### src/mfh_pkg.sv
// Constants, register map and micro encodings for the micro fetch/hold control.
package mfh_pkg;
	localparam logic [7:0] REG_CTRL = 8'h00;
	localparam logic [7:0] REG_LATCH = 8'h04;
	localparam logic [7:0] REG_STATUS = 8'h08;
	localparam logic [7:0] REG_MAR = 8'h0C;
	localparam logic [7:0] REG_TAPE = 8'h10;
	localparam logic [7:0] REG_MICRO = 8'h14;
	localparam int CTRL_TAPE_SRC = 0;
	localparam int CTRL_LOAD_MODE = 1;
	localparam int CTRL_ASM_DIS = 2;
	localparam int CTRL_HALT_REQ = 3;
	localparam int CTRL_SW_CLEAR = 4;
	localparam logic [3:0] CTRL_RESET = 4'h0;
	localparam int ST_HOLD = 0;
	localparam int ST_FULL = 1;
	localparam int ST_STORED = 2;
	localparam int ST_HALTED = 3;
	localparam int ST_REFRESH = 4;
	localparam int ST_SKIP = 5;
	localparam int ST_NO_JUMP = 6;
	localparam int ST_CLEAR_PEND = 7;
	localparam int TAPE_CNT_LSB = 24;
	localparam logic [1:0] AXI_OKAY = 2'h0;
	localparam logic [1:0] AXI_SLVERR = 2'h2;
	localparam logic [15:0] MICRO_NOP = 16'h0000;
	localparam logic [15:0] MICRO_RESET = 16'h0000;
	localparam logic [7:0] MANIP_OP = 8'h3C;
	localparam logic [1:0] VAR_INC_TEST = 2'h1;
	localparam logic [1:0] VAR_DEC_TEST = 2'h2;
	localparam logic [3:0] MICRO_JUMP_CLASS = 4'hA;
	localparam logic [3:0] MICRO_MOVE_CLASS = 4'h1;
	localparam logic [3:0] MICRO_SINK_M = 4'h5;
	localparam logic [23:0] MAR_RESET = 24'h000000;
	localparam logic [23:0] MAR_STEP = 24'h000010;
	localparam logic [23:0] MAR_SKIP_STEP = 24'h000020;
	localparam logic [31:0] LATCH_RESET = 32'h00000000;
	localparam int KBA_LO = 3;
	localparam int KBA_HI = 18;
	localparam int HALF_SEL_BIT = 4;
	localparam logic [4:0] ASM_FULL_COUNT = 5'h18;
	localparam logic [1:0] TO_PHASE = 2'h0;
	localparam logic [1:0] STEP_PULSE_CYCLES = 2'h2;
endpackage : mfh_pkg

### src/mfh_sync2.sv
// Two-stage synchroniser for inputs from outside the system clock domain.
`timescale 1ns/1ps
module mfh_sync2 #(
	parameter int W = 1
) (
	input wire logic aclk,
	input wire logic aresetn,
	input wire logic [W-1:0] d,
	output logic [W-1:0] q
);
	logic [W-1:0] meta;

	always_ff @(posedge aclk) begin
		if (!aresetn) begin
			meta <= '0;
			q <= '0;
		end else begin
			meta <= d;
			q <= meta;
		end
	end
endmodule : mfh_sync2

### src/mfh_step_pulse.sv
// One-shot step-address pulse generator for the console increment button.
`timescale 1ns/1ps
module mfh_step_pulse (
	input wire logic aclk,
	input wire logic aresetn,
	input wire logic step_button_pressed,
	input wire logic enable,
	output logic step_address_pulse
);
	logic step_button_released;
	logic [1:0] cnt;

	assign step_button_released = ~step_button_pressed;

	// The count saturates at three, so a held button never retriggers.
	always_ff @(posedge aclk) begin
		if (!aresetn || step_button_released) begin
			cnt <= 2'h0;
		end else if (cnt == 2'h0) begin
			if (enable) begin
				cnt <= 2'h1;
			end
		end else if (cnt != 2'h3) begin
			cnt <= cnt + 2'h1;
		end
	end

	assign step_address_pulse = (cnt != 2'h0) &&
		(cnt <= mfh_pkg::STEP_PULSE_CYCLES);
endmodule : mfh_step_pulse

### src/mfh_core.sv
// Micro fetch/hold control with tape assembly, console step and clear.
`timescale 1ns/1ps
module mfh_core (
	input wire logic aclk,
	input wire logic aresetn,
	input wire logic [7:0] s_axi_awaddr,
	input wire logic [2:0] s_axi_awprot,
	input wire logic s_axi_awvalid,
	output logic s_axi_awready,
	input wire logic [31:0] s_axi_wdata,
	input wire logic [3:0] s_axi_wstrb,
	input wire logic s_axi_wvalid,
	output logic s_axi_wready,
	output logic [1:0] s_axi_bresp,
	output logic s_axi_bvalid,
	input wire logic s_axi_bready,
	input wire logic [7:0] s_axi_araddr,
	input wire logic [2:0] s_axi_arprot,
	input wire logic s_axi_arvalid,
	output logic s_axi_arready,
	output logic [31:0] s_axi_rdata,
	output logic [1:0] s_axi_rresp,
	output logic s_axi_rvalid,
	input wire logic s_axi_rready,
	input wire logic micro_finish,
	input wire logic arith_overflow,
	input wire logic arith_underflow,
	input wire logic refresh_request,
	input wire logic tape_clock,
	input wire logic tape_serial_bit,
	input wire logic step_button_pressed,
	input wire logic clear_button,
	output logic [15:0] micro_bus,
	output logic hold_flag_clear,
	output logic next_micro_fetch_enable,
	output logic assembly_not_full,
	output logic incoming_bit_stored,
	output logic incoming_bit_shift_in,
	output logic incdec_test_decode,
	output logic skip_next_micro,
	output logic step_address_pulse,
	output logic clear_inhibit,
	output logic general_processor_clear,
	output logic refresh_granted,
	output logic hold_refresh_demand,
	output logic no_jump,
	output logic halted,
	output logic [15:0] key_byte_address_bits,
	output logic micro_half_select
);
	logic tclk_s;
	logic tbit_s;
	logic step_s;
	logic clrbtn_s;
	logic tclk_d;
	logic clrbtn_d;
	logic aw_held;
	logic w_held;
	logic wr_fire;
	logic [7:0] wr_addr;
	logic [31:0] wr_data;
	logic [3:0] wr_strb;
	logic wr_mapped;
	logic [31:0] rd_word;
	logic rd_mapped;
	logic [3:0] ctrl_reg;
	logic sw_clear;
	logic [31:0] micro_word_latch;
	logic [23:0] micro_address_register;
	logic [23:0] next_micro_address;
	logic [15:0] micro_reg;
	logic hold;
	logic skip_pending;
	logic micro_address_upcount;
	logic sink_is_m;
	logic clear_pending;
	logic [1:0] phase;
	logic bit_timing_phase;
	logic bit_taken;
	logic asm_shift;
	logic [23:0] asm_reg;
	logic [4:0] asm_count;
	logic asm_full;
	logic tape_wr;
	logic step_pulse_d;

	mfh_sync2 #(
		.W(4)
	) u_sync (
		.aclk(aclk),
		.aresetn(aresetn),
		.d({tape_clock, tape_serial_bit, step_button_pressed, clear_button}),
		.q({tclk_s, tbit_s, step_s, clrbtn_s})
	);

	mfh_step_pulse u_step (
		.aclk(aclk),
		.aresetn(aresetn),
		.step_button_pressed(step_s),
		.enable(halted),
		.step_address_pulse(step_address_pulse)
	);

	function automatic logic [31:0] merge(input logic [31:0] old,
		input logic [31:0] nw, input logic [3:0] strb);
		logic [31:0] r;
		r = old;
		for (int i = 0; i < 4; i++) begin
			if (strb[i]) begin
				r[i*8 +: 8] = nw[i*8 +: 8];
			end
		end
		return r;
	endfunction : merge

	// Write channel: address and data are taken independently, in any order.
	assign s_axi_awready = ~aw_held & ~s_axi_bvalid;
	assign s_axi_wready = ~w_held & ~s_axi_bvalid;
	assign wr_fire = aw_held & w_held & ~s_axi_bvalid;
	assign wr_mapped = (wr_addr == mfh_pkg::REG_CTRL) ||
		(wr_addr == mfh_pkg::REG_LATCH) || (wr_addr == mfh_pkg::REG_STATUS) ||
		(wr_addr == mfh_pkg::REG_MAR) || (wr_addr == mfh_pkg::REG_TAPE) ||
		(wr_addr == mfh_pkg::REG_MICRO);

	always_ff @(posedge aclk) begin
		if (!aresetn) begin
			aw_held <= 1'b0;
			wr_addr <= 8'h00;
		end else if (wr_fire) begin
			aw_held <= 1'b0;
		end else if (s_axi_awvalid && s_axi_awready) begin
			aw_held <= 1'b1;
			wr_addr <= s_axi_awaddr;
		end
	end

	always_ff @(posedge aclk) begin
		if (!aresetn) begin
			w_held <= 1'b0;
			wr_data <= 32'h00000000;
			wr_strb <= 4'h0;
		end else if (wr_fire) begin
			w_held <= 1'b0;
		end else if (s_axi_wvalid && s_axi_wready) begin
			w_held <= 1'b1;
			wr_data <= s_axi_wdata;
			wr_strb <= s_axi_wstrb;
		end
	end

	always_ff @(posedge aclk) begin
		if (!aresetn) begin
			s_axi_bvalid <= 1'b0;
			s_axi_bresp <= mfh_pkg::AXI_OKAY;
		end else if (wr_fire) begin
			s_axi_bvalid <= 1'b1;
			s_axi_bresp <= wr_mapped ? mfh_pkg::AXI_OKAY : mfh_pkg::AXI_SLVERR;
		end else if (s_axi_bready) begin
			s_axi_bvalid <= 1'b0;
		end
	end

	// Read channel: one read at a time, answered the cycle after it is taken.
	assign s_axi_arready = ~s_axi_rvalid;

	always_comb begin
		rd_word = 32'h00000000;
		rd_mapped = 1'b1;
		case (s_axi_araddr)
			mfh_pkg::REG_CTRL: rd_word = {28'h0000000, ctrl_reg};
			mfh_pkg::REG_LATCH: rd_word = micro_word_latch;
			mfh_pkg::REG_STATUS: begin
				rd_word[mfh_pkg::ST_HOLD] = hold;
				rd_word[mfh_pkg::ST_FULL] = asm_full;
				rd_word[mfh_pkg::ST_STORED] = incoming_bit_stored;
				rd_word[mfh_pkg::ST_HALTED] = halted;
				rd_word[mfh_pkg::ST_REFRESH] = refresh_granted;
				rd_word[mfh_pkg::ST_SKIP] = skip_pending;
				rd_word[mfh_pkg::ST_NO_JUMP] = no_jump;
				rd_word[mfh_pkg::ST_CLEAR_PEND] = clear_pending;
			end
			mfh_pkg::REG_MAR: rd_word = {8'h00, micro_address_register};
			mfh_pkg::REG_TAPE: begin
				rd_word[23:0] = asm_reg;
				rd_word[mfh_pkg::TAPE_CNT_LSB +: 5] = asm_count;
			end
			mfh_pkg::REG_MICRO: rd_word = {16'h0000, micro_reg};
			default: rd_mapped = 1'b0;
		endcase
	end

	always_ff @(posedge aclk) begin
		if (!aresetn) begin
			s_axi_rvalid <= 1'b0;
			s_axi_rdata <= 32'h00000000;
			s_axi_rresp <= mfh_pkg::AXI_OKAY;
		end else if (s_axi_arvalid && s_axi_arready) begin
			s_axi_rvalid <= 1'b1;
			s_axi_rdata <= rd_word;
			s_axi_rresp <= rd_mapped ? mfh_pkg::AXI_OKAY : mfh_pkg::AXI_SLVERR;
		end else if (s_axi_rready) begin
			s_axi_rvalid <= 1'b0;
		end
	end

	// Control register; the software clear bit is a write-one pulse.
	assign sw_clear = wr_fire && (wr_addr == mfh_pkg::REG_CTRL) &&
		wr_strb[0] && wr_data[mfh_pkg::CTRL_SW_CLEAR];

	always_ff @(posedge aclk) begin
		if (!aresetn) begin
			ctrl_reg <= mfh_pkg::CTRL_RESET;
		end else if (wr_fire && (wr_addr == mfh_pkg::REG_CTRL) && wr_strb[0]) begin
			ctrl_reg <= wr_data[3:0];
		end
	end

	always_ff @(posedge aclk) begin
		if (!aresetn) begin
			micro_word_latch <= mfh_pkg::LATCH_RESET;
		end else if (wr_fire && (wr_addr == mfh_pkg::REG_LATCH)) begin
			micro_word_latch <= merge(micro_word_latch, wr_data, wr_strb);
		end
	end

	// Hold flag follows the tape source selection in run or load mode.
	always_ff @(posedge aclk) begin
		if (!aresetn) begin
			hold <= 1'b0;
		end else begin
			hold <= ctrl_reg[mfh_pkg::CTRL_TAPE_SRC] &
				(~halted | ctrl_reg[mfh_pkg::CTRL_LOAD_MODE]);
		end
	end
	assign hold_flag_clear = ~hold;

	// Micro decode on the executing micro.
	assign incdec_test_decode = hold_flag_clear &&
		(micro_reg[15:8] == mfh_pkg::MANIP_OP) &&
		((micro_reg[1:0] == mfh_pkg::VAR_INC_TEST) ||
		(micro_reg[1:0] == mfh_pkg::VAR_DEC_TEST));
	assign sink_is_m = hold_flag_clear &&
		(micro_reg[15:12] == mfh_pkg::MICRO_MOVE_CLASS) &&
		(micro_reg[3:0] == mfh_pkg::MICRO_SINK_M);
	assign no_jump = ~(hold_flag_clear &&
		(micro_reg[15:12] == mfh_pkg::MICRO_JUMP_CLASS)) & ~skip_pending;
	assign skip_next_micro = skip_pending;

	assign next_micro_fetch_enable = hold_flag_clear & assembly_not_full &
		micro_finish & ~halted;
	// Address moves with the fetch except while a refresh is granted, when only the fetch runs.
	assign micro_address_upcount = micro_finish & ~refresh_granted &
		hold_flag_clear & ~halted & assembly_not_full;

	// Address advance: software load first, then step, then upcount.
	always_comb begin
		next_micro_address = micro_address_register;
		if (wr_fire && (wr_addr == mfh_pkg::REG_MAR)) begin
			next_micro_address = 24'(merge(
				{8'h00, micro_address_register}, wr_data, wr_strb));
		end else if (step_address_pulse && !step_pulse_d) begin
			next_micro_address = micro_address_register + mfh_pkg::MAR_STEP;
		end else if (micro_address_upcount) begin
			next_micro_address = micro_address_register +
				(skip_pending ? mfh_pkg::MAR_SKIP_STEP : mfh_pkg::MAR_STEP);
		end
	end

	// The step pulse spans two clocks; only its first clock moves the address.
	always_ff @(posedge aclk) begin
		if (!aresetn) begin
			step_pulse_d <= 1'b0;
		end else begin
			step_pulse_d <= step_address_pulse;
		end
	end

	always_ff @(posedge aclk) begin
		if (!aresetn || general_processor_clear) begin
			micro_address_register <= mfh_pkg::MAR_RESET;
		end else begin
			micro_address_register <= next_micro_address;
		end
	end
	assign key_byte_address_bits =
		micro_address_register[mfh_pkg::KBA_HI:mfh_pkg::KBA_LO];
	assign micro_half_select = micro_address_register[mfh_pkg::HALF_SEL_BIT];

	// The micro register keeps its micro while held; the fetch loads it.
	always_ff @(posedge aclk) begin
		if (!aresetn || general_processor_clear) begin
			micro_reg <= mfh_pkg::MICRO_RESET;
		end else if (next_micro_fetch_enable) begin
			micro_reg <= next_micro_address[mfh_pkg::HALF_SEL_BIT] ?
				micro_word_latch[31:16] : micro_word_latch[15:0];
		end
	end

	always_ff @(posedge aclk) begin
		if (!aresetn) begin
			micro_bus <= mfh_pkg::MICRO_NOP;
		end else if (hold) begin
			micro_bus <= mfh_pkg::MICRO_NOP;
		end else begin
			micro_bus <= micro_reg;
		end
	end

	// A skip is armed at finish and spent by the next upcount.
	always_ff @(posedge aclk) begin
		if (!aresetn || general_processor_clear) begin
			skip_pending <= 1'b0;
		end else if (incdec_test_decode && micro_finish &&
			(arith_overflow || arith_underflow)) begin
			skip_pending <= 1'b1;
		end else if (micro_address_upcount) begin
			skip_pending <= 1'b0;
		end
	end

	always_ff @(posedge aclk) begin
		if (!aresetn) begin
			halted <= 1'b0;
		end else if (!ctrl_reg[mfh_pkg::CTRL_HALT_REQ]) begin
			halted <= 1'b0;
		end else if (no_jump && micro_finish) begin
			halted <= 1'b1;
		end
	end

	assign hold_refresh_demand = ~(sink_is_m | ~no_jump |
		(ctrl_reg[mfh_pkg::CTRL_HALT_REQ] & ~halted));

	always_ff @(posedge aclk) begin
		if (!aresetn) begin
			refresh_granted <= 1'b0;
		end else if (refresh_request && micro_finish && hold_refresh_demand) begin
			refresh_granted <= 1'b1;
		end else if (!refresh_request) begin
			refresh_granted <= 1'b0;
		end
	end

	// Clear requests wait while a refresh is granted, then fire once.
	assign clear_inhibit = refresh_granted;

	always_ff @(posedge aclk) begin
		if (!aresetn) begin
			clrbtn_d <= 1'b0;
			clear_pending <= 1'b0;
			general_processor_clear <= 1'b0;
		end else begin
			clrbtn_d <= clrbtn_s;
			general_processor_clear <= clear_pending & ~clear_inhibit;
			if (sw_clear || (clrbtn_s && !clrbtn_d)) begin
				clear_pending <= 1'b1;
			end else if (!clear_inhibit) begin
				clear_pending <= 1'b0;
			end
		end
	end

	// Bit timing phase runs free; one phase in four is the shift phase.
	always_ff @(posedge aclk) begin
		if (!aresetn) begin
			phase <= 2'h0;
		end else begin
			phase <= phase + 2'h1;
		end
	end
	assign bit_timing_phase = (phase == mfh_pkg::TO_PHASE);

	always_ff @(posedge aclk) begin
		if (!aresetn) begin
			tclk_d <= 1'b0;
			incoming_bit_stored <= 1'b0;
		end else begin
			tclk_d <= tclk_s;
			if (tclk_s && tbit_s) begin
				incoming_bit_stored <= 1'b1;
			end else if (!tclk_s) begin
				incoming_bit_stored <= 1'b0;
			end
		end
	end

	assign incoming_bit_shift_in = incoming_bit_stored & bit_timing_phase &
		~ctrl_reg[mfh_pkg::CTRL_ASM_DIS];
	// The delayed tape clock stands for four clocks, a whole phase cycle,
	// and the stored bit is valid in all of them, so no bit is missed.
	assign asm_shift = tclk_d & ~bit_taken & bit_timing_phase &
		~ctrl_reg[mfh_pkg::CTRL_ASM_DIS] & ~asm_full;
	assign tape_wr = wr_fire && (wr_addr == mfh_pkg::REG_TAPE);
	assign assembly_not_full = ~asm_full;

	// One bit is assembled per tape clock pulse; a write empties the register.
	always_ff @(posedge aclk) begin
		if (!aresetn || general_processor_clear) begin
			bit_taken <= 1'b0;
			asm_reg <= 24'h000000;
			asm_count <= 5'h00;
			asm_full <= 1'b0;
		end else begin
			if (!tclk_s) begin
				bit_taken <= 1'b0;
			end else if (asm_shift) begin
				bit_taken <= 1'b1;
			end
			if (tape_wr) begin
				asm_reg <= 24'h000000;
				asm_count <= 5'h00;
				asm_full <= 1'b0;
			end else if (asm_shift) begin
				asm_reg <= {asm_reg[22:0], incoming_bit_shift_in};
				asm_count <= asm_count + 5'h01;
				asm_full <= (asm_count + 5'h01) == mfh_pkg::ASM_FULL_COUNT;
			end
		end
	end
endmodule : mfh_core

### config.mk
export PLATFORM = sky130hd
export DESIGN_NAME = mfh_core
export DESIGN_NICKNAME = d
export VERILOG_FILES = /design/src/mfh_pkg.sv /design/src/mfh_sync2.sv /design/src/mfh_step_pulse.sv /design/src/mfh_core.sv
export SDC_FILE = /design/constraint.sdc
export NUM_CORES = 1
export LEC_CHECK = 0
export CORE_UTILIZATION = 57
export DETAILED_ROUTE_END_ITERATION = 10
export DONT_BUFFER_PORTS = 1
export PLACE_DENSITY_LB_ADDON = 0.05
export SYNTH_ARGS = -nofsm -noshare
export SYNTH_HDL_FRONTEND = slang
export SYNTH_SLANG_ARGS = --single-unit
### constraint.sdc
create_clock -name aclk -period 2.2 [get_ports aclk]
set_input_delay 0.22 -clock aclk [delete_from_list [all_inputs] [get_ports aclk]]
set_output_delay 0.22 -clock aclk [all_outputs]
set_load 0.01 [all_outputs]
==> impl_metrics.json <==
{
  "grt_pass1_wl_mm": 48.10,
  "cts_root_buffer": "clkbuf_16",
  "crit_end": "micro_reg[12]",
  "status": "finished clean",
  "ys_ff_latch": 227,
  "total_power_mw": 9.122,
  "ant_nets": 0,
  "core_area_mm2": 0.01742,
  "synth.most_common_cell": "dfxtp_1",
  "grt_start_max_net_pins": 59,
  "clock_latency_ns": 0.53,
  "leakagePower_nw": 4.684,
  "dieWidth_um": 136.0,
  "antenna_found_initial": 0,
  "drtIter0Drc": 1169,
  "antennaDiodeCount": 0,
  "synth_top_area_share_pct": 44.41,
  "hold_class": "input pin to register",
  "maxSlewHeadroom_pct": 8.562,
  "cts_tree": "built",
  "yosysWarnings": 0,
  "fillCellCount": 1406,
  "synth.top_cells.by_count": "dfxtp_1, nand2_1, a21oi_1",
  "fin_crit_ns": 2.168,
  "synth_top_flop_cell": "dfxtp_1",
  "synth-simple-area-share_pct": 21.74,
  "grt_pass1_vias": 8313,
  "drt_wl_total_mm": 31.79,
  "reg_top3": "micro_word_latch (32), s_axi_rdata (32), wr_data (32)",
  "die-height_um": 136.0,
  "synth_top_family_by_area": "simple AND/OR/NAND/NOR gates",
  "gr-total-overflow": 0,
  "final_max_slew_viol_count": 0,
  "critPathKind": "register to register",
  "cts.sinks": 227,
  "layout-drive-gt1-share_pct": 12.89,
  "startpoint": "asm_full",
  "synth_cell_types": 75,
  "finalClockSkew_ns": 0.01446,
  "synthArstFlopShare_pct": 0,
  "cap_violations": 0,
  "hpwl_mm": 22.20,
  "setup_tns_ns": 0,
  "path_clk_slew_ns": 0.06,
  "syn2layout_area_growth_pct": 18.71,
  "initial_core_util_pct": 58.75,
  "r2r-start": "asm_full",
  "syn_inst": 1211,
  "arrival_ns": 2.55,
  "grtUsageTotal_pct": 33.99,
  "num_rows": 48,
  "synth_area_leaders": "dfxtp_1, nand2_1, a21oi_1",
  "rrSetupSlack_ns": 0.03,
  "hold_viol": 0,
  "synthAdderAreaFrac_pct": 1.296,
  "whs_path_depth": 3,
  "clockBufferDepth": 3,
  "ys_seq_area_share_pct": 44.41,
  "synth_compound_area_share_pct": 17.79,
  "worst_slew_pin_slew_ns": 1.367,
  "synth_top_cell_by_area": "dfxtp_1",
  "postSynthAreaPerCell_um2": 8.449,
  "vdd_drop_max_mv": 0.9811,
  "fin_crit_sh_pct": 98.54,
  "endpoint_kind": "register",
  "synth_edf_count": 0,
  "critPathRequiredTime_ns": 2.58,
  "io_pins": 161,
  "numPortBuffers": 0,
  "htreeDepth": 1,
  "numPlacedInstances": 1422,
  "startpoint_type": "register",
  "power_per_cell_area_mw_per_mm2": 751.0,
  "drt_first_pass_iters": 9,
  "fmax_ghz": 0.4613,
  "cts_buffers": 24,
  "via_count": 9341,
  "drc": 0,
  "nets": 1365,
  "synth_xor_area_share_pct": 0.5992,
  "rr_endpoint": "micro_reg[12]",
  "wire_per_inst_um": 20.90,
  "finalSetupViolCount": 0,
  "dieArea_mm2": 0.01849,
  "reg2regPathDepth": 8,
  "rsz0062_at_grt": "yes",
  "cp_max_fo": 17,
  "synth_area_mm2": 0.01023,
  "final_cells": 1521,
  "gp_congestion": 0.9299,
  "viasPerCell": 6.141,
  "muxShareOfSynthArea_pct": 8.449
}
==> power breakdown <==
| group | switching (mW) | internal, mW | leakage, nW |
|---|---|---|---|
| sequential | 0.131 | 4.24 | 1.85 |
| combinational | 0.480 | 0.329 | 2.47 |
| clock | 1.66 | 2.29 | 0.368 |
==> critical path: stages (launching register included) <==
cell	delay, ns
dfxtp_1	0.32
or4b_1	0.52
buf_4	0.21
inv_2	0.13
nand4_1	0.11
o211ai_1	0.15
buf_12	0.23
mux2i_1	0.23
a21oi_1	0.09
==> cells in the final DEF (no fill, tap or decap), types with 6 or more instances in the layout <==
cell,synthesis,layout
nand4_1,26,26
a22oi_1,7,7
clkbuf_1,64,6
a211oi_1,8,7
and2_1,16,16
nand3_1,26,26
o21ai_0,34,34
inv_1,23,23
a31oi_1,10,10
a221oi_1,11,11
o211ai_1,24,24
ha_1,9,9
a2bb2oi_1,7,7
clkbuf_16,0,24
mux2i_1,65,65
a22o_1,11,11
nor2_1,96,94
nand2b_1,7,7
nor3_1,9,9
o221ai_1,11,11
a222oi_1,6,6
a21oi_1,131,129
or4_1,7,6
buf_4,19,84
dfxtp_1,227,225
nand2_1,224,224
and3_1,21,21
mux2_2,11,11
dlygate4sd3_1,0,56
==> layer usage <==
layer	GRT usage, %	share of wire, %	wire, µm	vias up
met5	0	0	0	-
met4	11.54	3.0	955	0
met3	5.928	8.7	2758	68
met2	51.25	44	13930	463
met1	48.68	45	14150	4392
li1	-	-	-	4418
==> per-stage QoR <==
| stage | hold slack [ns] | area [µm²] | utilization [%] | worst slack (ns) |
|---|---|---|---|---|
| floorplan | 0.3201 | 10240 | - | 0.01485 |
| global placement | 0.3223 | 10740 | 61.65 | 0.009492 |
| detailed placement | 0.3287 | 10740 | 61.65 | -0.07355 |
| CTS | 0.004071 | 12080 | 69.34 | 0.01165 |
| global route | 0.04585 | 12150 | 69.74 | -0.02051 |
| finish | 0.02579 | 12150 | 69.74 | 0.03202 |
==> cell families (layout without fill, tap and decap cells) <==
group           count (synthesis)  after routing
other cells                     1              2
simple gates                  473            473
xor+xnor                        7              7
compound gates                287            287
buf+inv                       126            210
flops                         227            227
mux                            80             80
fa+ha+maj                      10             10
==> how the worst min path moves through the flow <==
stage | startpoint | endpoint | slack (ns)
2_1_floorplan | s_axi_rready | s_axi_rvalid | 0.32
3_3_place_gp | s_axi_rready | s_axi_rvalid | 0.32
3_5_place_dp | s_axi_rready | s_axi_rvalid | 0.33
4_1_cts | arith_underflow | skip_next_micro | 0.004
5_1_grt | s_axi_araddr[3] | s_axi_rdata[6] | 0.05
6_report | s_axi_araddr[3] | s_axi_rdata[6] | 0.03
==> what timing repair did <==
| item | in CTS | in global routing |
|---|---|---|
| buffers inserted | 0 | 3 |
| endpoints found under the setup margin | 20 | 9 |
| endpoints found under the hold margin | 84 | 0 |
| gates resized for setup | 5 | 11 |
| hold buffers | 56 | 0 |
| pin swaps | 0 | 1 |
==> final cells by class <==
| cell class | count | area, µm² | area share [%] |
|---|---|---|---|
| Multi-Input combinational cell | 859 | 5172 | 42.58 |
| Sequential cell | 227 | 4547 | 37.43 |
| Inverter | 25 | 95.09 | 0.7829 |
| Tap cell | 225 | 281.5 | 2.318 |
| Clock inverter | 5 | 67.56 | 0.5562 |
| Clock buffer | 35 | 691.9 | 5.696 |
| Timing Repair Buffer | 145 | 1291 | 10.63 |
No activity file was read; power rests on OpenSTA's default activity.
